File: config.mk
export PLATFORM = sky130hd
export DESIGN_NAME = acs_sequencer
export DESIGN_NICKNAME = d
export VERILOG_FILES = /design/src/core/acs_pkg.sv /design/src/core/acs_sequencer.sv /design/src/core/acs_sar.sv
export SDC_FILE = /design/constraint.sdc
export NUM_CORES = 1
export LEC_CHECK = 0
export ABC_CLOCK_PERIOD_IN_PS = 2600
export BUFFER_PORTS_ARGS = -buffer_cell sky130_fd_sc_hd__buf_2
export CELL_PAD_IN_SITES_DETAIL_PLACEMENT = 1
export CELL_PAD_IN_SITES_GLOBAL_PLACEMENT = 2
export CORE_AREA = 10 10 157 159
export DETAILED_ROUTE_END_ITERATION = 6
export DIE_AREA = 0 0 167 169
export GPL_ROUTABILITY_DRIVEN = 1
export PLACE_DENSITY_LB_ADDON = 0.08
export SLEW_MARGIN = 25
export SYNTH_ARGS = -nofsm -noshare
export SYNTH_HDL_FRONTEND = slang
export SYNTH_SLANG_ARGS = --single-unit
export TNS_END_PERCENT = 10
File: constraint.sdc
create_clock -name clk -period 2.6 [get_ports clk]
set_clock_uncertainty 0.15 [all_clocks]
set_input_delay 0.13 -clock clk [delete_from_list [all_inputs] [get_ports clk]]
set_output_delay 0.13 -clock clk [all_outputs]
set_load 0.1 [all_outputs]
File: src/core/acs_pkg.sv
// constants, register map and mode encodings of the acquisition channel sequencer
package acs_pkg;
    localparam int CLK_MHZ      = 100;
    localparam int RES_BITS     = 12;
    localparam int CH_BITS      = 4;

    // bit clock period in ns: nominal and slowest trim
    localparam int BIT_NS_NOM   = 1250;
    localparam int BIT_NS_MAX   = 2080;
    localparam int BIT_CYC_MIN  = (BIT_NS_NOM * CLK_MHZ + 999) / 1000;
    localparam int BIT_CYC_MAX  = (BIT_NS_MAX * CLK_MHZ) / 1000;
    // settling delay in ns: nominal, trim range
    localparam int DLY_NS_NOM   = 5000;
    localparam int DLY_NS_MIN   = 3000;
    localparam int DLY_NS_MAX   = 20000;
    localparam int DLY_CYC_NOM  = (DLY_NS_NOM * CLK_MHZ) / 1000;
    localparam int DLY_CYC_MIN  = (DLY_NS_MIN * CLK_MHZ + 999) / 1000;
    localparam int DLY_CYC_MAX  = (DLY_NS_MAX * CLK_MHZ) / 1000;
    localparam int BIT_CNT_W    = 8;
    localparam int DLY_CNT_W    = 12;

    // register byte addresses
    localparam logic [7:0] REG_CTRL   = 8'h00;
    localparam logic [7:0] REG_TRIM   = 8'h04;
    localparam logic [7:0] REG_STATUS = 8'h08;
    localparam logic [7:0] REG_RESULT = 8'h0c;

    // control register fields
    localparam int CTRL_MODE_LSB  = 0;
    localparam int CTRL_OVERLAP   = 2;
    localparam int CTRL_CODE_LSB  = 3;
    localparam int CTRL_ONES_N    = 5;
    localparam int CTRL_TRUNC_LSB = 6;
    localparam logic [31:0] CTRL_RESET = 32'h0000_0020;

    // trim register fields
    localparam int TRIM_BIT_LSB   = 0;
    localparam int TRIM_DLY_LSB   = 16;
    localparam logic [BIT_CNT_W-1:0] TRIM_BIT_RESET = BIT_CNT_W'(BIT_CYC_MIN);
    localparam logic [DLY_CNT_W-1:0] TRIM_DLY_RESET = DLY_CNT_W'(DLY_CYC_NOM);

    // status register fields
    localparam int STAT_CH_LSB    = 0;
    localparam int STAT_BUSY      = 4;
    localparam int STAT_DLY       = 5;
    localparam int STAT_PEND      = 6;

    typedef enum logic [1:0] {
        ACS_MODE_RANDOM,
        ACS_MODE_SEQ_CONT,
        ACS_MODE_SEQ_TRIG,
        ACS_MODE_SPARE
    } acs_mode_t;

    typedef enum logic [1:0] {
        ACS_CODE_BINARY,
        ACS_CODE_TWOS,
        ACS_CODE_OFFSET,
        ACS_CODE_SPARE
    } acs_code_t;
endpackage : acs_pkg

File: src/core/acs_sequencer.sv
// acquisition channel sequencer: address register, strobes, starts, settling delay, conversion control
//
// Added by the designer: the address-and-strobe port and the register addresses.
`timescale 1ns/1ps
`default_nettype none
module acs_sequencer #(
    parameter int RES_W = acs_pkg::RES_BITS,
    parameter int CH_W  = acs_pkg::CH_BITS
) (
    input  wire logic             clk,
    input  wire logic             rst,
    // register port
    input  wire logic [7:0]       reg_addr,
    input  wire logic [31:0]      reg_wdata,
    input  wire logic             reg_wr,
    input  wire logic             reg_rd,
    output logic [31:0]           reg_rdata,
    // pins from the host
    input  wire logic [CH_W-1:0]  chan_addr_in,
    input  wire logic             strobe_a,
    input  wire logic             strobe_b,
    input  wire logic             address_load_select,
    input  wire logic             address_clear_select,
    input  wire logic             conversion_start_rise,
    input  wire logic             conversion_start_fall,
    input  wire logic             lower_bank_enable,
    input  wire logic             upper_bank_enable,
    // analog front end
    input  wire logic             comparator_hi,
    output logic [RES_W-1:0]      dac_code,
    output logic                  sample_hold,
    output logic                  lower_bank_route,
    output logic                  upper_bank_route,
    // pins to the host
    output logic [CH_W-1:0]       selected_channel,
    output logic                  settle_delay_out,
    output logic                  conversion_active_flag,
    output logic [RES_W-1:0]      result_out
);
    localparam int NSYNC = CH_W + 9;
    localparam int P_S_A = CH_W;
    localparam int P_S_B = CH_W + 1;
    localparam int P_LD  = CH_W + 2;
    localparam int P_CLR = CH_W + 3;
    localparam int P_SR  = CH_W + 4;
    localparam int P_SF  = CH_W + 5;
    localparam int P_LO  = CH_W + 6;
    localparam int P_UP  = CH_W + 7;
    localparam int P_CMP = CH_W + 8;

    // ---------------- pin synchronisers and edge history
    wire  [NSYNC-1:0] pins_raw = {comparator_hi, upper_bank_enable, lower_bank_enable,
                                  conversion_start_fall, conversion_start_rise,
                                  address_clear_select, address_load_select,
                                  strobe_b, strobe_a, chan_addr_in};
    logic [NSYNC-1:0] meta_q;
    logic [NSYNC-1:0] sync_q;
    logic [NSYNC-1:0] prev_q;

    genvar gi;
    generate
        for (gi = 0; gi < NSYNC; gi++) begin : g_sync
            always_ff @(posedge clk) begin
                if (rst) begin
                    meta_q[gi] <= 1'b0;
                    sync_q[gi] <= 1'b0;
                    prev_q[gi] <= 1'b0;
                end else begin
                    meta_q[gi] <= pins_raw[gi];
                    sync_q[gi] <= meta_q[gi];
                    prev_q[gi] <= sync_q[gi];
                end
            end
        end
    endgenerate

    // pins clear low: idle-high pins rise once after reset
    wire [NSYNC-1:0] rise = sync_q & ~prev_q;
    wire [NSYNC-1:0] fall = ~sync_q & prev_q;

    // ---------------- software registers
    logic [31:0]                    ctrl_q;
    logic [acs_pkg::BIT_CNT_W-1:0]  bit_trim_q;
    logic [acs_pkg::DLY_CNT_W-1:0]  settle_delay_trim_q;
    logic [31:0]                    rdata_q;

    wire sel_ctrl   = (reg_addr == acs_pkg::REG_CTRL);
    wire sel_trim   = (reg_addr == acs_pkg::REG_TRIM);
    wire sel_status = (reg_addr == acs_pkg::REG_STATUS);
    wire sel_result = (reg_addr == acs_pkg::REG_RESULT);

    wire [acs_pkg::BIT_CNT_W-1:0] wr_bit =
        reg_wdata[acs_pkg::TRIM_BIT_LSB +: acs_pkg::BIT_CNT_W];
    wire [acs_pkg::DLY_CNT_W-1:0] wr_dly =
        reg_wdata[acs_pkg::TRIM_DLY_LSB +: acs_pkg::DLY_CNT_W];

    // trims are clamped into the documented ranges
    wire [acs_pkg::BIT_CNT_W-1:0] bit_clamped =
        (wr_bit < acs_pkg::BIT_CNT_W'(acs_pkg::BIT_CYC_MIN)) ? acs_pkg::BIT_CNT_W'(acs_pkg::BIT_CYC_MIN) :
        (wr_bit > acs_pkg::BIT_CNT_W'(acs_pkg::BIT_CYC_MAX)) ? acs_pkg::BIT_CNT_W'(acs_pkg::BIT_CYC_MAX) :
        wr_bit;
    wire [acs_pkg::DLY_CNT_W-1:0] dly_clamped =
        (wr_dly < acs_pkg::DLY_CNT_W'(acs_pkg::DLY_CYC_MIN)) ? acs_pkg::DLY_CNT_W'(acs_pkg::DLY_CYC_MIN) :
        (wr_dly > acs_pkg::DLY_CNT_W'(acs_pkg::DLY_CYC_MAX)) ? acs_pkg::DLY_CNT_W'(acs_pkg::DLY_CYC_MAX) :
        wr_dly;

    always_ff @(posedge clk) begin
        if (rst) begin
            ctrl_q     <= acs_pkg::CTRL_RESET;
            bit_trim_q <= acs_pkg::TRIM_BIT_RESET;
            settle_delay_trim_q <= acs_pkg::TRIM_DLY_RESET;
        end else if (reg_wr) begin
            if (sel_ctrl) begin
                ctrl_q <= reg_wdata & 32'h0000_03ff;
            end
            if (sel_trim) begin
                bit_trim_q <= bit_clamped;
                settle_delay_trim_q <= dly_clamped;
            end
        end
    end

    wire acs_pkg::acs_mode_t mode  = acs_pkg::acs_mode_t'(ctrl_q[acs_pkg::CTRL_MODE_LSB +: 2]);
    wire acs_pkg::acs_code_t code  = acs_pkg::acs_code_t'(ctrl_q[acs_pkg::CTRL_CODE_LSB +: 2]);
    wire                     overlap = ctrl_q[acs_pkg::CTRL_OVERLAP];
    wire                     ones_n  = ctrl_q[acs_pkg::CTRL_ONES_N];
    wire [3:0]               trunc   = ctrl_q[acs_pkg::CTRL_TRUNC_LSB +: 4];
    wire                     seq_mode  = (mode == acs_pkg::ACS_MODE_SEQ_CONT) ||
                                         (mode == acs_pkg::ACS_MODE_SEQ_TRIG);
    wire                     free_run  = (mode == acs_pkg::ACS_MODE_SEQ_CONT);

    // ---------------- conversion engine
    logic             sar_busy;
    logic             sar_done;
    logic [RES_W-1:0] sar_result;
    logic             busy_prev_q;
    logic             start_evt;

    // truncate n gives n-1 bits, but at least one; zero or beyond the word gives all bits
    wire [3:0] nbits_raw = (trunc == 4'h0 || trunc > 4'(RES_W)) ? 4'(RES_W) : (trunc - 4'h1);
    wire [3:0] nbits     = (nbits_raw == 4'h0) ? 4'h1 : nbits_raw;

    // comparator is synced; a trial stands a full bit period
    acs_sar #(
        .WIDTH (RES_W),
        .IDX_W (4),
        .CNT_W (acs_pkg::BIT_CNT_W)
    ) u_sar (
        .clk     (clk),
        .rst     (rst),
        .start   (start_evt),
        .period  (bit_trim_q),
        .nbits   (nbits),
        .comp_hi (sync_q[P_CMP]),
        .busy    (sar_busy),
        .trial   (dac_code),
        .result  (sar_result),
        .done    (sar_done)
    );
    // one bit per bit period from the msb keeps busy proportional to bits

    wire busy_fall = busy_prev_q & ~sar_busy;

    // ---------------- strobe decode
    // free run: busy end steps, delay end starts
    wire s_a_hi = sync_q[P_S_A];
    wire s_b_hi = sync_q[P_S_B];
    wire ext_strobe  = (fall[P_S_A] & s_b_hi) | (fall[P_S_B] & s_a_hi);
    wire auto_strobe = free_run & busy_fall & sync_q[P_SR];
    wire strobe_evt  = ext_strobe | auto_strobe;

    // sequential modes step on a strobe unless clear select is low, which clears
    logic [CH_W-1:0] chan_q;
    logic [CH_W-1:0] pend_addr_q;
    logic            pend_q;

    wire do_incr = sync_q[P_LD] | seq_mode;
    wire [CH_W-1:0] next_addr =
        ~sync_q[P_CLR] ? '0 :
        do_incr        ? chan_q + CH_W'(1) :
                         sync_q[CH_W-1:0];

    // normal sequencing defers an address change until the conversion ends
    wire apply_now  = strobe_evt & (overlap | ~sar_busy);
    wire apply_pend = pend_q & ~sar_busy & ~strobe_evt;
    wire defer      = strobe_evt & ~overlap & sar_busy;

    always_ff @(posedge clk) begin
        if (rst) begin
            chan_q      <= '0;
            pend_addr_q <= '0;
            pend_q      <= 1'b0;
        end else begin
            if (apply_now) begin
                chan_q <= next_addr;
                pend_q <= 1'b0;
            end else if (apply_pend) begin
                chan_q <= pend_addr_q;
                pend_q <= 1'b0;
            end else if (defer) begin
                pend_addr_q <= next_addr;
                pend_q      <= 1'b1;
            end
        end
    end

    wire addr_applied = apply_now | apply_pend;

    // ---------------- settling delay
    // each applied address, from a strobe or deferred from one, restarts the delay
    logic [acs_pkg::DLY_CNT_W-1:0] dly_cnt_q;
    logic                          dly_out_q;

    always_ff @(posedge clk) begin
        if (rst) begin
            dly_cnt_q <= '0;
            dly_out_q <= 1'b0;
        end else if (addr_applied) begin
            dly_cnt_q <= settle_delay_trim_q - acs_pkg::DLY_CNT_W'(1);
            dly_out_q <= 1'b1;
        end else if (dly_out_q) begin
            if (dly_cnt_q == '0) begin
                dly_out_q <= 1'b0;
            end else begin
                dly_cnt_q <= dly_cnt_q - acs_pkg::DLY_CNT_W'(1);
            end
        end
    end

    wire dly_fall = dly_out_q & (dly_cnt_q == '0) & ~addr_applied;

    // ---------------- conversion starts
    wire sr_hi      = sync_q[P_SR];
    wire sf_hi      = sync_q[P_SF];
    wire start_rise = rise[P_SR] & ~sf_hi;
    wire start_fall = fall[P_SF] & sr_hi;
    wire auto_start = free_run & dly_fall & sr_hi;
    assign start_evt = start_rise | start_fall | auto_start;

    always_ff @(posedge clk) begin
        if (rst) begin
            busy_prev_q <= 1'b0;
        end else begin
            busy_prev_q <= sar_busy;
        end
    end

    // ---------------- output coding
    wire [RES_W-1:0] twos_code = sar_result ^ {1'b1, {(RES_W-1){1'b0}}};
    // negative offset codes: two's less one
    wire [RES_W-1:0] ones_code = sar_result[RES_W-1] ? twos_code : (twos_code - RES_W'(1));
    logic [RES_W-1:0] coded;

    always_comb begin
        if (!ones_n) begin
            coded = ones_code;
        end else begin
            case (code)
                acs_pkg::ACS_CODE_TWOS:   coded = twos_code;
                acs_pkg::ACS_CODE_OFFSET: coded = sar_result;
                acs_pkg::ACS_CODE_BINARY: coded = sar_result;
                default:                  coded = sar_result;
            endcase
        end
    end

    // result lands a clock after busy falls
    logic [RES_W-1:0] result_q;
    logic             lo_route_q;
    logic             up_route_q;

    always_ff @(posedge clk) begin
        if (rst) begin
            result_q   <= '0;
            lo_route_q <= 1'b0;
            up_route_q <= 1'b0;
        end else begin
            if (sar_done) begin
                result_q <= coded;
            end
            lo_route_q <= sync_q[P_LO] & ~chan_q[CH_W-1];
            up_route_q <= sync_q[P_UP] &  chan_q[CH_W-1];
        end
    end

    // ---------------- register read
    wire [31:0] status_word = {25'h0, pend_q, dly_out_q, sar_busy, chan_q};
    wire [31:0] ctrl_word   = ctrl_q;
    wire [31:0] trim_word   = {4'h0, settle_delay_trim_q, 8'h00, bit_trim_q};
    wire [31:0] result_word = {20'h0, result_q};
    wire [31:0] rd_mux      = sel_ctrl   ? ctrl_word   :
                              sel_trim   ? trim_word   :
                              sel_status ? status_word :
                              sel_result ? result_word : 32'h0;
    // zero outside the answer cycle
    wire [31:0] rdata_d     = reg_rd ? rd_mux : 32'h0;

    always_ff @(posedge clk) begin
        if (rst) begin
            rdata_q <= '0;
        end else begin
            rdata_q <= rdata_d;
        end
    end

    // ---------------- outputs
    assign reg_rdata              = rdata_q;
    assign selected_channel       = chan_q;
    assign settle_delay_out       = dly_out_q;
    assign conversion_active_flag = sar_busy;
    assign sample_hold            = sar_busy;
    assign lower_bank_route       = lo_route_q;
    assign upper_bank_route       = up_route_q;
    assign result_out             = result_q;
endmodule : acs_sequencer
`default_nettype wire

File: src/core/acs_sar.sv
// successive approximation engine with its own bit clock divider
`timescale 1ns/1ps
`default_nettype none
module acs_sar #(
    parameter int WIDTH = 12,
    parameter int IDX_W = 4,
    parameter int CNT_W = 8
) (
    input  wire logic             clk,
    input  wire logic             rst,
    input  wire logic             start,
    input  wire logic [CNT_W-1:0] period,
    input  wire logic [IDX_W-1:0] nbits,
    input  wire logic             comp_hi,
    output logic                  busy,
    output logic [WIDTH-1:0]      trial,
    output logic [WIDTH-1:0]      result,
    output logic                  done
);
    logic             busy_q;
    logic [CNT_W-1:0] cnt_q;
    logic [IDX_W-1:0] idx_q;
    logic [IDX_W-1:0] left_q;
    logic [WIDTH-1:0] trial_q;
    logic [WIDTH-1:0] result_q;
    logic             done_q;

    wire              tick      = busy_q && (cnt_q == '0);
    wire              last      = (left_q == IDX_W'(1));
    wire [WIDTH-1:0]  bit_mask  = WIDTH'(1) << idx_q;
    wire [WIDTH-1:0]  decided   = comp_hi ? trial_q : (trial_q & ~bit_mask);
    wire [WIDTH-1:0]  next_try  = decided | (bit_mask >> 1);

    always_ff @(posedge clk) begin
        if (rst) begin
            busy_q   <= 1'b0;
            cnt_q    <= '0;
            idx_q    <= '0;
            left_q   <= '0;
            trial_q  <= '0;
            result_q <= '0;
            done_q   <= 1'b0;
        end else begin
            done_q <= 1'b0;
            if (start) begin
                // a new start restarts any conversion in flight
                busy_q  <= 1'b1;
                cnt_q   <= period - CNT_W'(1);
                idx_q   <= IDX_W'(WIDTH - 1);
                left_q  <= nbits;
                trial_q <= WIDTH'(1) << (WIDTH - 1);
            end else if (tick) begin
                cnt_q <= period - CNT_W'(1);
                if (last) begin
                    busy_q   <= 1'b0;
                    trial_q  <= decided;
                    result_q <= decided;
                    done_q   <= 1'b1;
                end else begin
                    trial_q <= next_try;
                    idx_q   <= idx_q - IDX_W'(1);
                    left_q  <= left_q - IDX_W'(1);
                end
            end else if (busy_q) begin
                cnt_q <= cnt_q - CNT_W'(1);
            end
        end
    end

    assign busy   = busy_q;
    assign trial  = trial_q;
    assign result = result_q;
    assign done   = done_q;
endmodule : acs_sar
`default_nettype wire

# After elaboration in Yosys (flattened, before gate mapping)

Index checks and enable logic that the tools add are counted.

Word-level logic and storage cells: 199
Register bits: 177
Bits of input ports: 57
Output and inout bits: 65

Bitwise logic cells: 46
Reductions and logical operators: 28
Equal/unequal tests: 9
$add $sub $neg: 9
$lt $le $gt $ge: 5
Shift-type cells: 1
Mux-type cells: 40

Operators by type and width:

| kind                                                             | number |
|---|---|
| two-way mux 12 bit                                               | 14 |
| two-way mux 4 bit                                                | 12 |
| two-way mux 8 bit                                                | 5 |
| subtractor 12 x 1 -> 12 bit (second input constant)              | 3 |
| two-way mux 28 bit                                               | 1 |
| bitwise AND 1 bit                                                | 18 |
| == test 8 x 4 -> 1 bit (second input constant)                   | 2 |
| zero test 8 bit                                                  | 2 |
| subtractor 8 x 1 -> 8 bit (second input constant)                | 2 |
| NOT 1 bit                                                        | 14 |
| bitwise AND 12 bit                                               | 1 |
| greater-than comparator 12 x 11 -> 1 bit (second input constant) | 1 |
| zero test 12 bit                                                 | 1 |
| less-than comparator 12 x 9 -> 1 bit (second input constant)     | 1 |
| NOT 12 bit                                                       | 1 |
| OR 12 x 11 -> 12 bit                                             | 1 |
| AND reduction 2 bit                                              | 6 |
| left shift 1 x 4 -> 12 bit (first input constant)                | 1 |
| subtractor 4 x 1 -> 4 bit (second input constant)                | 3 |
| bitwise AND 10 bit                                               | 1 |
| two-way mux 10 bit                                               | 1 |
| NOT 10 bit                                                       | 1 |
| bitwise AND 9 bit                                                | 1 |
| NOT 9 bit                                                        | 1 |
| 21 further kinds                                                 | 44 |

# Logic depth before layout (Yosys ltp)

Gate-level depths: netlist (run 1).

Word-level depth: 15
Gate-level depth with buffers: 10
Depth with buffers taken out: 8

# Modules after synthesis

A second synthesis (run 1) with hierarchy kept.

Cell total of the unflattened synthesis: 836
Area total of the unflattened synthesis: 7677.4 um2

By module, submodules not included:

| module        | cells an instance | area an instance (um2) | sequential area each (um2) | times used |
|---|---|---|---|---|
| acs_sequencer | 583               | 5410.2                 | 2422.3                     | 1 |
| acs_sar       | 253               | 2267.2                 | 840.8                      | 1 |

# Worst setup path before layout (run 1)

OpenSTA, ideal clock, no wires.

Path type: flip-flop to flip-flop
Start point: register u_sar.busy_q (netlist: u_sar.busy)
End point: register u_sar.trial_q[8] (netlist: u_sar.trial[8])
Period minus slack after synthesis: 2.771 ns
Data arrival time: 2.489 ns
Cell stages (with the launch flop): 6
Setup time: 0.132 ns
Path buffers: 0
Required time: 2.318 ns
Slack: -0.171 ns
Cell sequence: dfxtp_1 -> or3b_1 -> or3_1 -> or2_2 -> o21ai_0 -> a21oi_1

Longest elaborated chain between the ends: 14
Elaborated cells between the ends (all ways): 18
Those cells by class: bitwise (16); reduce/logical (2)

Ends and longest elaborated chain:

| element                             | RTL line                                                         | text |
|---|---|---|
| start: declaration                  | acs_sar.sv:20                                                    | `logic busy_q;` |
| start signal: assignment            | acs_sar.sv:36                                                    | `busy_q <= 1'b0;` |
| start signal: assignment            | acs_sar.sv:47                                                    | `busy_q <= 1'b1;` |
| start signal: assignment            | acs_sar.sv:55                                                    | `busy_q <= 1'b0;` |
| NOT 1 bit                           | acs_sequencer.sv:162, acs_sequencer.sv:184, acs_sequencer.sv:185 |  |
| bitwise AND 1 bit                   | acs_sequencer.sv:162                                             | `wire busy_fall = busy_prev_q & ~sar_busy;` |
| bitwise AND 1 bit (2 in a row)      | acs_sequencer.sv:169                                             | `wire auto_strobe = free_run & busy_fall & sync_q[P_SR];` |
| OR 1 bit                            | acs_sequencer.sv:170                                             | `wire strobe_evt = ext_strobe \| auto_strobe;` |
| NOT 1 bit                           | acs_sequencer.sv:185                                             | `wire apply_pend = pend_q & ~sar_busy & ~strobe_evt;` |
| bitwise AND 1 bit                   | acs_sequencer.sv:185                                             |  |
| OR 1 bit                            | acs_sequencer.sv:207                                             | `wire addr_applied = apply_now \| apply_pend;` |
| NOT 1 bit                           | acs_sequencer.sv:230                                             | `wire dly_fall = dly_out_q & (dly_cnt_q == '0) & ~addr_applied;` |
| bitwise AND 1 bit                   | acs_sequencer.sv:230                                             |  |
| bitwise AND 1 bit (2 in a row)      | acs_sequencer.sv:237                                             | `wire auto_start = free_run & dly_fall & sr_hi;` |
| OR 1 bit                            | acs_sequencer.sv:238                                             | `assign start_evt = start_rise \| start_fall \| auto_start;` |
| OR reduction 2 bit (no source line) | --                                                               |  |
| end signal: assignment              | acs_sar.sv:51                                                    | `trial_q <= WIDTH'(1) << (WIDTH - 1);` |
| end signal: assignment              | acs_sar.sv:56                                                    | `trial_q <= decided;` |
| end signal: assignment              | acs_sar.sv:60                                                    | `trial_q <= next_try;` |
| end: declaration                    | acs_sar.sv:24                                                    | `logic [WIDTH-1:0] trial_q;` |

Several ways; a longest one is shown, not always the timed one.
A chain may end at the register's enable or synchronous reset.

# Worst setup path in the final report (run 1)

Start point: register u_sar.cnt_q[1]
End point: register u_sar.left_q[2]

Longest elaborated chain between the ends: 4

Ends and longest elaborated chain:

| element                              | RTL line      | text |
|---|---|---|
| start: declaration                   | acs_sar.sv:21 | `logic [CNT_W-1:0] cnt_q;` |
| start signal: assignment             | acs_sar.sv:48 | `cnt_q <= period - CNT_W'(1);` |
| start signal: assignment             | acs_sar.sv:53 | `cnt_q <= period - CNT_W'(1);` |
| start signal: assignment             | acs_sar.sv:65 | `cnt_q <= cnt_q - CNT_W'(1);` |
| zero test 8 bit                      | acs_sar.sv:28 | `wire tick = busy_q && (cnt_q == '0);` |
| logical AND 1 bit                    | acs_sar.sv:28 |  |
| nonzero test 2 bit (no source line)  | --            |  |
| AND reduction 2 bit (no source line) | --            |  |
| end signal: assignment               | acs_sar.sv:50 | `left_q <= nbits;` |
| end signal: assignment               | acs_sar.sv:62 | `left_q <= left_q - IDX_W'(1);` |
| end: declaration                     | acs_sar.sv:23 | `logic [IDX_W-1:0] left_q;` |

Every way passes these cells.

==> results of run 1 <==
[final timing paths]
check                                                 start                            to  slack [ns]  depth (start not counted)
worst max register to register  u_sar.cnt_q[1]$_SDFFE_PP0P_  u_sar.left_q[2]$_SDFFE_PP0P_        0.17                         10
worst min register to register        sync_q[11]$_SDFF_PP0_   upper_bank_route$_SDFF_PP0_        0.28                          2
worst max-delay path            u_sar.cnt_q[1]$_SDFFE_PP0P_  u_sar.left_q[2]$_SDFFE_PP0P_        0.17                         10
worst min-delay path                            reg_addr[3]      reg_rdata[10]$_SDFF_PP0_        0.02                          3
[synth_stat cells (3+ instances only)]
| library cell | count | area, um2 |
|---|---|---|
| dfxtp_1 | 163 | 3260 |
| nor2_1 | 86 | 323 |
| nor2b_1 | 47 | 294 |
| nand2_1 | 45 | 169 |
| a21oi_1 | 39 | 195 |
| o21ai_0 | 38 | 190 |
| clkbuf_1 | 34 | 128 |
| nor3_1 | 26 | 130 |
| a211oi_1 | 24 | 180 |
| inv_1 | 22 | 82.6 |
| mux2i_1 | 22 | 220 |
| xnor2_1 | 19 | 166 |
| and2_1 | 16 | 100 |
| nand2b_1 | 14 | 87.6 |
| ha_1 | 13 | 163 |
| o2bb2ai_1 | 12 | 105 |
| xor2_1 | 12 | 105 |
| nand3_1 | 11 | 55.1 |
| buf_4 | 10 | 75.1 |
| nor4_1 | 10 | 62.6 |
| nor3b_1 | 8 | 60.1 |
| a311oi_1 | 7 | 61.3 |
| mux4_2 | 7 | 158 |
| or2_2 | 7 | 43.8 |
| a211o_1 | 6 | 52.6 |
| a31oi_1 | 5 | 31.3 |
| or3_1 | 5 | 31.3 |
| buf_2 | 4 | 20.0 |
| nand3b_1 | 4 | 30.0 |
| nand4_1 | 4 | 25.0 |
| o22a_1 | 4 | 35.0 |
| o31ai_1 | 4 | 30.0 |
| or4_1 | 4 | 30.0 |
| a221o_1 | 3 | 30.0 |
| a22oi_1 | 3 | 22.5 |
| buf_1 | 3 | 11.3 |
| o21bai_1 | 3 | 22.5 |
| o31a_1 | 3 | 26.3 |
[final cells by class]
class | count | area, um2 | area share
clock inverter | 15 | 239 | 0.0259
multi-input combinational | 562 | 3680 | 0.399
sequential | 163 | 3260 | 0.354
timing repair buffer | 175 | 1180 | 0.128
tap | 280 | 350 | 0.0380
inverter | 22 | 82.6 | 0.00895
clock buffer | 17 | 425 | 0.0461
antenna | 2 | 5.00 | 0.000542
[state kept, by name, indices dropped and copies added, names as in the netlist, 8 cells and up]
signal,cells
reg_rdata,24
u_sar.trial,12
ctrl_q,10
u_sar.result,12
u_sar.cnt_q,8
dly_cnt_q,12
meta_q,13
settle_delay_trim_q,12
bit_trim_q,8
result_out,12
sync_q,9
[layer usage]
metal / GRT usage / vias to the layer above
met5: 0 / -
met4: 0.0508 / 0
met3: 0.0306 / 29
met2: 0.279 / 88
met1: 0.186 / 3085
li1: - / 3099
[timing repair]
action | 4_1_cts | 5_1_grt
endpoints found under the hold margin | 50 | 0
hold buffers | 45 | 0
setup endpoints to repair | 0 | 3
setup buffers | 0 | 2
gates resized for setup | 0 | 0
[placed cells by master, fill, tap and decap left out, types with 22 or more instances in the layout]
master / Yosys / final
a211oi_1: 24 / 24
a21oi_1: 39 / 39
buf_2: 4 / 102
buf_4: 10 / 27
dfxtp_1: 163 / 162
dlygate4sd3_1: 0 / 45
inv_1: 22 / 22
mux2i_1: 22 / 22
nand2_1: 45 / 45
nor2_1: 86 / 86
nor2b_1: 47 / 47
nor3_1: 26 / 26
o21ai_0: 38 / 38
[kinds of logic after synthesis]
group / synth area share
simple gates: 0.226
buf+inv: 0.0438
flops: 0.451
mux: 0.0559
compound gates: 0.163
xor+xnor: 0.0375
fa+ha+maj: 0.0225
other cells: 0.000518
[power by group]
group          total, W  leakage (nW)  switching, W  internal [W]
Clock           0.00287         0.322       0.00113       0.00174
Combinational  0.000562          1.98      0.000338      0.000225
Sequential      0.00259          1.32     0.0000459       0.00255
[worst min-delay path, cell delays in order]
cell and delay (ns):
buf_2 0.23, nand2_1 0.14, nor3_1 0.05
[stage by stage]
| stage | util | worst slack, ns | hold slack, ns | instance area, um2 |
|---|---|---|---|---|
| floorplan | - | 0.0624 | 0.108 | 7260 |
| global placement | 0.376 | 0.113 | 0.187 | 8100 |
| detailed placement | 0.376 | 0.0694 | 0.196 | 8100 |
| CTS | 0.427 | 0.0450 | 0.0141 | 9210 |
| global route | 0.428 | 0.00194 | 0.0745 | 9230 |
| finish | 0.428 | 0.169 | 0.0228 | 9230 |
==> results by group, run 1 <==
Setup path
  • Worst path buffer plus inverter count: 3
  • Kind of critical path: reg -> reg
  • Crit path launch type: flip-flop
  • CP arrival: 2.62 ns
  • CP endpoint kind: flip-flop
  • Critical path's largest stage delay: 0.47 ns
  • Max Fanout on Critical Path: 15
  • Crit path required time: 2.79 ns
  • CP Cell Sequence: inv_1 -> ha_1 -> or4b_1 -> buf_4 -> nor4_4 -> buf_12 -> a21oi_1 -> a31oi_1 -> nor2_1 -> a211oi_1
  • CP top delay family: simple AND/OR/NAND/NOR gates
  • Slowest CP cell: or4b_1

Global route
  • Initial antenna violation count: 2
  • Global-route wire length before repair: 36000 um
  • GRT Util Overall: 0.157
  • Largest net degree at the start of global routing: 42
  • GRT overflow: 0
  • Vias in the first global route: 6494

Logic synthesis
  • Post-synth EDFFs: 0
  • Synth Cell Area: 7230 um2
  • Synth Warn #: 0
  • Post-synthesis async set-or-reset flop share: 0
  • Cells after synthesis: 791
  • Cell variety after synth: 74
  • Flops & latches, synth: 163
  • Avg Synthesized Cell Area: 9.15 um2
  • Register area share after synthesis: 0.451
  • Ys flop type: dfxtp_1

Detailed routing
  • Vias/cell: 5.10
  • Drc violations: 0
  • Met2 routed WL: 11500 um
  • DR top layer: met4
  • DRT iter0 DRCs: 214
  • Routed WL: 22600 um
  • Drt wl/cell: 18.3 um
  • Met3 WL post-DR: 624 um
  • DRT Pass-1 Iters: 4
  • Sum of routed wire segments on met1: 10100 um
  • Via count: 6301
  • ANT nets after route: 0

STA
  • Max-slew violations: 0
  • Minimum clock period: 2.43 ns
  • Final Cycle Share: 0.935
  • RSZ-0062 raised after global routing: false
  • Upper clock frequency limit: 411 MHz
  • Worst Tran Pin Value: 0.786 ns
  • Slew margin rel.: 0.476
  • Fin. Hold Viols: 0
  • Final setup TNS: 0 ns
  • Setup violators final: 0

Clock tree
  • CTS HTree Levels: 4
  • Reg clk slew, reported paths: 0.07 ns
  • CTS tree: done
  • Max Root-Sink Buffers: 2
  • # clock sinks: 163
  • Clock root cell: clkbuf_16
  • Total CTS buffers: 17
  • Clock Latency Late Sink: 0.43 ns

Floorplan
  • DIE AREA: 28200 um2
  • CORE AREA: 21600 um2
  • I/O pins: 122
  • Die Y: 169 um
  • Number of cell rows: 54
  • Starting Density: 0.336
  • DIE WIDTH: 167 um

Placed design
  • Placer Congestion: 0.814
  • Port Buffers: 103
  • Inst Count DP: 1155
  • DP HPWL: 16600 um

Cells and area
  • Final Net Count: 1011
  • Layout cells sized above 1: 0.200
  • Layout Cells excl Fill: 1236
  • Fill count: 2508
  • Area grow syn2layout: 27.6%

Pwr
  • Pwr dens: 653 nW/um2
  • Tot Pwr: 0.00602 W
  • Leakage: 3.62 nW
  • Maximum vdd ir drop: 0.373 mV

Run status
  • Outcome: complete, no violations

Flow run
  • Max cap viols: 0

Worst hold path
  • Hold crit path type: in -> reg
Note: power is estimated with default switching activity, not from simulation.
==> inputs of run 2 (changes only) <==
Settings changed: RECOVER_POWER from default to 50.
==> results by group, run 2 (synthesis gave the netlist of run 1 again) <==
Clock tree
  • Post-cts resize count: 0 (unchanged)
  • Clock root cell: clkbuf_16
  • # clock sinks: 163 (unchanged)
  • Total CTS buffers: 17 (unchanged)
  • CTS tree: done
  • Max Root-Sink Buffers: 2 (unchanged)
  • Clock Latency Late Sink: 0.43 ns (about the same)
  • CTS HTree Levels: 4 (unchanged)
  • Reg clk slew, reported paths: 0.07 ns (about the same)

Detailed routing
  • Routed WL: 22700 um (about the same)
  • DRT iter0 DRCs: 230 (+7.5%)
  • Vias/cell: 5.08 (-0.32%)
  • Via count: 6281 (-0.32%)
  • DRT Pass-1 Iters: 4 (unchanged)
  • Drc violations: 0 (unchanged)
  • Drt wl/cell: 18.3 um (about the same)
  • ANT nets after route: 0 (unchanged)

Cells and area
  • Layout cells sized above 1: 0.142 (-0.0587)
  • Area grow syn2layout: 26.6%
  • Cell area after layout: 9160 um2 (-0.81%)
  • Max reg flops: 24 (unchanged)
  • Final Net Count: 1011 (unchanged)
  • Most frequent cells in the layout: dfxtp_1, nor2_1, clkbuf_1, nor2b_1, buf_2
  • Most common cell after layout, fill and taps aside: dfxtp_1

Global route
  • GRT Util Overall: 0.157 (unchanged)
  • Largest net degree at the start of global routing: 42 (unchanged)
  • GRT overflow: 0 (unchanged)
  • Global-route wire length before repair: 36000 um (unchanged)
  • Vias in the first global route: 6494 (unchanged)
  • Initial antenna violation count: 2 (unchanged)

Floorplan
  • Starting Density: 0.336 (unchanged)
  • DIE WIDTH: 167 um (unchanged)
  • I/O pins: 122 (unchanged)
  • Die Y: 169 um (unchanged)
  • Number of cell rows: 54 (unchanged)
  • CORE AREA: 21600 um2 (unchanged)
  • DIE AREA: 28200 um2 (unchanged)

Placed design
  • Placer Congestion: 0.814 (unchanged)
  • Port Buffers: 103 (unchanged)
  • Placed cell area: 8100 um2 (unchanged)
  • DP HPWL: 16600 um (unchanged)
  • Place WS: 0.0694 ns (unchanged)

STA
  • Max-slew violations: 0 (unchanged)
  • PnR worst setup slack: 0.169 ns (-0.000253 ns)
  • Setup violators final: 0 (unchanged)
  • Final setup TNS: 0 ns (unchanged)
  • Minimum clock period: 2.43 ns (+0.000253 ns)
  • Upper clock frequency limit: 411 MHz (about the same)
  • Fin. Hold Viols: 0 (unchanged)
  • Worst Tran Pin Value: 1.25 ns (+0.462 ns)
  • Slew margin rel.: 0.171 (-0.305)
  • RSZ-0062 raised after global routing: false
  • Final Cycle Share: 0.935 (about the same)

Setup path
  • CP Cell Sequence: inv_1 -> ha_1 -> or4b_1 -> buf_4 -> nor4_4 -> buf_12 -> a21oi_1 -> a31oi_1 -> nor2_1 -> a211oi_1
  • Crit path launch type: flip-flop
  • CP arrival: 2.62 ns (about the same)
  • CP top delay family: simple AND/OR/NAND/NOR gates
  • Kind of critical path: reg -> reg
  • CP Depth: 10 (unchanged)
  • Max Fanout on Critical Path: 15 (unchanged)
  • Critical path's largest stage delay: 0.47 ns (about the same)
  • Worst path buffer plus inverter count: 3 (unchanged)
  • Slowest CP cell: or4b_1
  • Crit path required time: 2.79 ns (about the same)
  • CP endpoint kind: flip-flop
  • R2R depth: 10 (unchanged)

Worst hold path
  • Worst hold stages: 3 (unchanged)
  • Hold crit path type: in -> reg

Pwr
  • Pwr dens: 658 nW/um2 (+0.84%)
  • Maximum vdd ir drop: 0.373 mV (+0.18%)
  • Leakage: 3.38 nW (-6.8%)

Flow run
  • Max cap viols: 0 (unchanged)

Run status
  • Outcome: complete, no violations
run 2: cell type report:
cell class                 instances  area, um2
sequential                       163       3260
clock inverter                    15        239
multi-input combinational        562       3680
inverter                          22       82.6
fill                            2528      12400
tap                              280        350
timing repair buffer             175       1110
antenna                            2       5.00
clock buffer                      17        425
run 2: metal layers:
layer  up-vias  share of wire  track usage
met3        29          0.028       0.0306
met1      3064           0.45        0.186
met2        87           0.51        0.279
li1       3101              -            -
met4         0          0.017       0.0508
met5         -              0            0
run 2: path summary, 6_finish.rpt:
check,end,start,slack [ns]
worst max-delay path,u_sar.left_q[2]$_SDFFE_PP0P_,u_sar.cnt_q[1]$_SDFFE_PP0P_,0.17
worst min-delay path,reg_rdata[10]$_SDFF_PP0_,reg_addr[3],0.02
worst max register to register,u_sar.left_q[2]$_SDFFE_PP0P_,u_sar.cnt_q[1]$_SDFFE_PP0P_,0.17
worst min register to register,upper_bank_route$_SDFF_PP0_,sync_q[11]$_SDFF_PP0_,0.28
run 2: where the power goes:
| group | leakage [nW] | internal, W | switching [W] |
|---|---|---|---|
| sequential | 1.32 | 0.00255 | 0.0000458 |
| clock | 0.322 | 0.00174 | 0.00113 |
| combinational | 1.73 | 0.000223 | 0.000338 |
| total | 3.38 | 0.00451 | 0.00152 |
run 2: repair_timing:
item / CTS / global route
hold buffers: 45 / 0
setup buffers: 0 / 2
endpoints found under the setup margin: 0 / 3
hold endpoints to repair: 50 / 0
run 2: stage by stage:
stage | std cells | power [W] | hold slack, ns | util
6_report | 1236 | 0.00603 | 0.0205 | 0.425
5_1_grt | 1236 | 0.00626 | 0.0745 | 0.425
4_1_cts | 1232 | 0.00609 | 0.0141 | 0.427
3_5_place_dp | 1155 | 0.00316 | 0.196 | 0.376
3_3_place_gp | 1155 | 0.00315 | 0.187 | 0.376
2_1_floorplan | 798 | 0.00300 | 0.108 | -
run 2: worst min-delay path, cell delays in order:
cell and delay (ns):
buf_2 0.23, nand2_1 0.14, nor3_1 0.05
==> inputs of run 3 (changes only) <==
==> constraint.sdc (replaced) <==
create_clock -name clk -period 2.6 [get_ports clk]
set_clock_uncertainty 0.15 [all_clocks]
set_input_delay 0.39 -clock clk [delete_from_list [all_inputs] [get_ports clk]]
set_output_delay 0.39 -clock clk [all_outputs]
set_load 0.1 [all_outputs]
==> results by group, run 3 (synthesis gave the netlist of run 1 again) <==
Detailed routing
  • ANT nets after route: 0 (unchanged)
  • Routed WL: 21900 um (-3.3%)
  • Via count: 6130 (-2.4%)
  • Drc violations: 0 (unchanged)
  • DRT iter0 DRCs: 272 (+18%)
  • DRT Pass-1 Iters: 6 (+2)
  • Vias/cell: 5.13 (+1.0%)
  • Drt wl/cell: 18.3 um (+0.11%)

Clock tree
  • Clock Latency Late Sink: 0.43 ns (about the same)
  • Clock root cell: clkbuf_16
  • Max Root-Sink Buffers: 2 (unchanged)
  • Reg clk slew, reported paths: 0.07 ns (about the same)
  • CTS HTree Levels: 4 (unchanged)
  • Total CTS buffers: 17 (unchanged)
  • # clock sinks: 163 (unchanged)
  • CTS tree: done

Placed design
  • Placer Congestion: 0.838 (+3.0%)
  • Port Buffers: 103 (unchanged)
  • Place WS: 0.130 ns (+0.0605 ns)
  • Inst Count DP: 1157 (+0.17%)
  • DP HPWL: 16600 um (+0.10%)
  • Placed cell area: 8120 um2 (+0.34%)

Cells and area
  • Area grow syn2layout: 20.7%
  • Final Net Count: 971 (-4.0%)
  • Cell area after layout: 8730 um2 (-4.6%)
  • Most common cell after layout, fill and taps aside: dfxtp_1
  • Max reg flops: 24 (unchanged)
  • Layout Cells excl Fill: 1194 (-3.4%)
  • Most frequent cells in the layout: dfxtp_1, nor2_1, buf_2, nor2b_1, nand2_1
  • Layout cells sized above 1: 0.186 (+0.0445)
  • N_diodes: 0 (-2)

STA
  • Final Cycle Share: 0.933 (-0.00169)
  • PnR worst setup slack: 0.173 ns (+0.00439 ns)
  • Upper clock frequency limit: 412 MHz (+0.18%)
  • Setup violators final: 0 (unchanged)
  • Max-slew violations: 38 (+38)
  • Minimum clock period: 2.43 ns (-0.00439 ns)
  • Worst Tran Pin Value: 1.73 ns (+0.486 ns)
  • Final setup TNS: 0 ns (unchanged)
  • Fin. Hold Viols: 0 (unchanged)
  • Slew margin rel.: -0.156 (-0.327)
  • RSZ-0062 raised after global routing: false

Setup path
  • CP arrival: 2.59 ns (-0.03 ns)
  • CP Cell Sequence: inv_1 -> ha_1 -> or4b_1 -> or3_1 -> or2_2 -> o21ai_0 -> a21oi_1
  • Critical path's largest stage delay: 0.46 ns (about the same)
  • Kind of critical path: reg -> reg
  • CP endpoint kind: flip-flop
  • Slowest CP cell: or4b_1
  • Crit path launch type: flip-flop
  • Crit path required time: 2.76 ns (-0.03 ns)
  • Max Fanout on Critical Path: 5 (-10)

Worst hold path
  • Hold crit path type: in -> reg

Floorplan
  • DIE WIDTH: 167 um (unchanged)
  • I/O pins: 122 (unchanged)
  • Starting Density: 0.336 (unchanged)
  • DIE AREA: 28200 um2 (unchanged)
  • Number of cell rows: 54 (unchanged)
  • CORE AREA: 21600 um2 (unchanged)
  • Die Y: 169 um (unchanged)

Global route
  • Largest net degree at the start of global routing: 58 (+38%)
  • Initial antenna violation count: 0 (-2)
  • Vias in the first global route: 6469 (-0.38%)
  • Global-route wire length before repair: 35400 um (-1.7%)
  • GRT overflow: 0 (unchanged)
  • GRT Util Overall: 0.156 (-0.00172)

Run status
  • Failing checks: capacitance limit, slew limit
  • Outcome: finished, violations left

Pwr
  • Leakage: 3.31 nW (-2.1%)
  • Pwr dens: 655 nW/um2 (-0.44%)
  • Maximum vdd ir drop: 0.402 mV (+7.6%)
  • Tot Pwr: 0.00572 W (-5.1%)

Flow run
  • Max cap viols: 1 (+1)
run 3: cell types whose count changed in the layout (fill, tap and decap cells not counted), sizes merged:
cell	change
dlygate4sd3	-44
buf	+33
clkbuf	-28
bufinv	-3
diode	-2
clkinv	+1
inv	+1
run 3: cell type report:
type / count / area [um2]
fillers: 2512 / 12800
flip-flops and latches: 163 / 3260
inverters: 22 / 82.6
well taps: 280 / 350
repair buffers: 135 / 746
multi-input cells: 562 / 3690
clock buffers: 18 / 439
clock inverters: 14 / 163
run 3: critical path, delay by kind of cell (launching register included):
kind,cells,cell delay (ns)
AND/OR/NAND/NOR,3,1.27
flip-flops,1,0.35
adder cells (fa/ha/maj),1,0.17
buffers and inverters,1,0.07
AO/OA/AOI/OAI,2,0.30
run 3: per-layer routing:
layer	wire length, um	track usage	up-vias
met2	11100	0.271	94
met5	0	0	-
met4	356	0.0527	0
met1	9580	0.187	2997
met3	826	0.0306	24
li1	-	-	3015
run 3: path summary, 6_finish.rpt:
kind,from,end,slack (ns),depth (start not counted)
setup / recovery,u_sar.cnt_q[1]$_SDFFE_PP0P_,u_sar.trial[8]$_SDFFE_PP0P_,0.17,7
hold / removal,chan_addr_in[0],meta_q[0]$_SDFF_PP0_,0.02,2
setup reg to reg,u_sar.cnt_q[1]$_SDFFE_PP0P_,u_sar.trial[8]$_SDFFE_PP0P_,0.17,7
hold reg to reg,sync_q[11]$_SDFF_PP0_,upper_bank_route$_SDFF_PP0_,0.28,2
run 3: metrics by stage:
| step | utilization | hold WS, ns |
|---|---|---|
| 2_1_floorplan | - | 0.254 |
| 6_report | 0.405 | 0.0178 |
| 4_1_cts | 0.405 | 0.00134 |
| 5_1_grt | 0.405 | 0.0110 |
| 3_3_place_gp | 0.377 | 0.262 |
| 3_5_place_dp | 0.377 | 0.265 |
run 3: what timing repair did:
item | in CTS | in global routing
buffers inserted | 0 | 4
resized for setup | 0 | 1
hold buffers | 1 | 0
endpoints found under the setup margin | 0 | 3
endpoints found under the hold margin | 1 | 0
run 3: power breakdown:
part           internal, W  switching, W  leakage [nW]
clock              0.00147       0.00114         0.295
sequential         0.00255     0.0000466          1.32
combinational     0.000191      0.000324          1.69
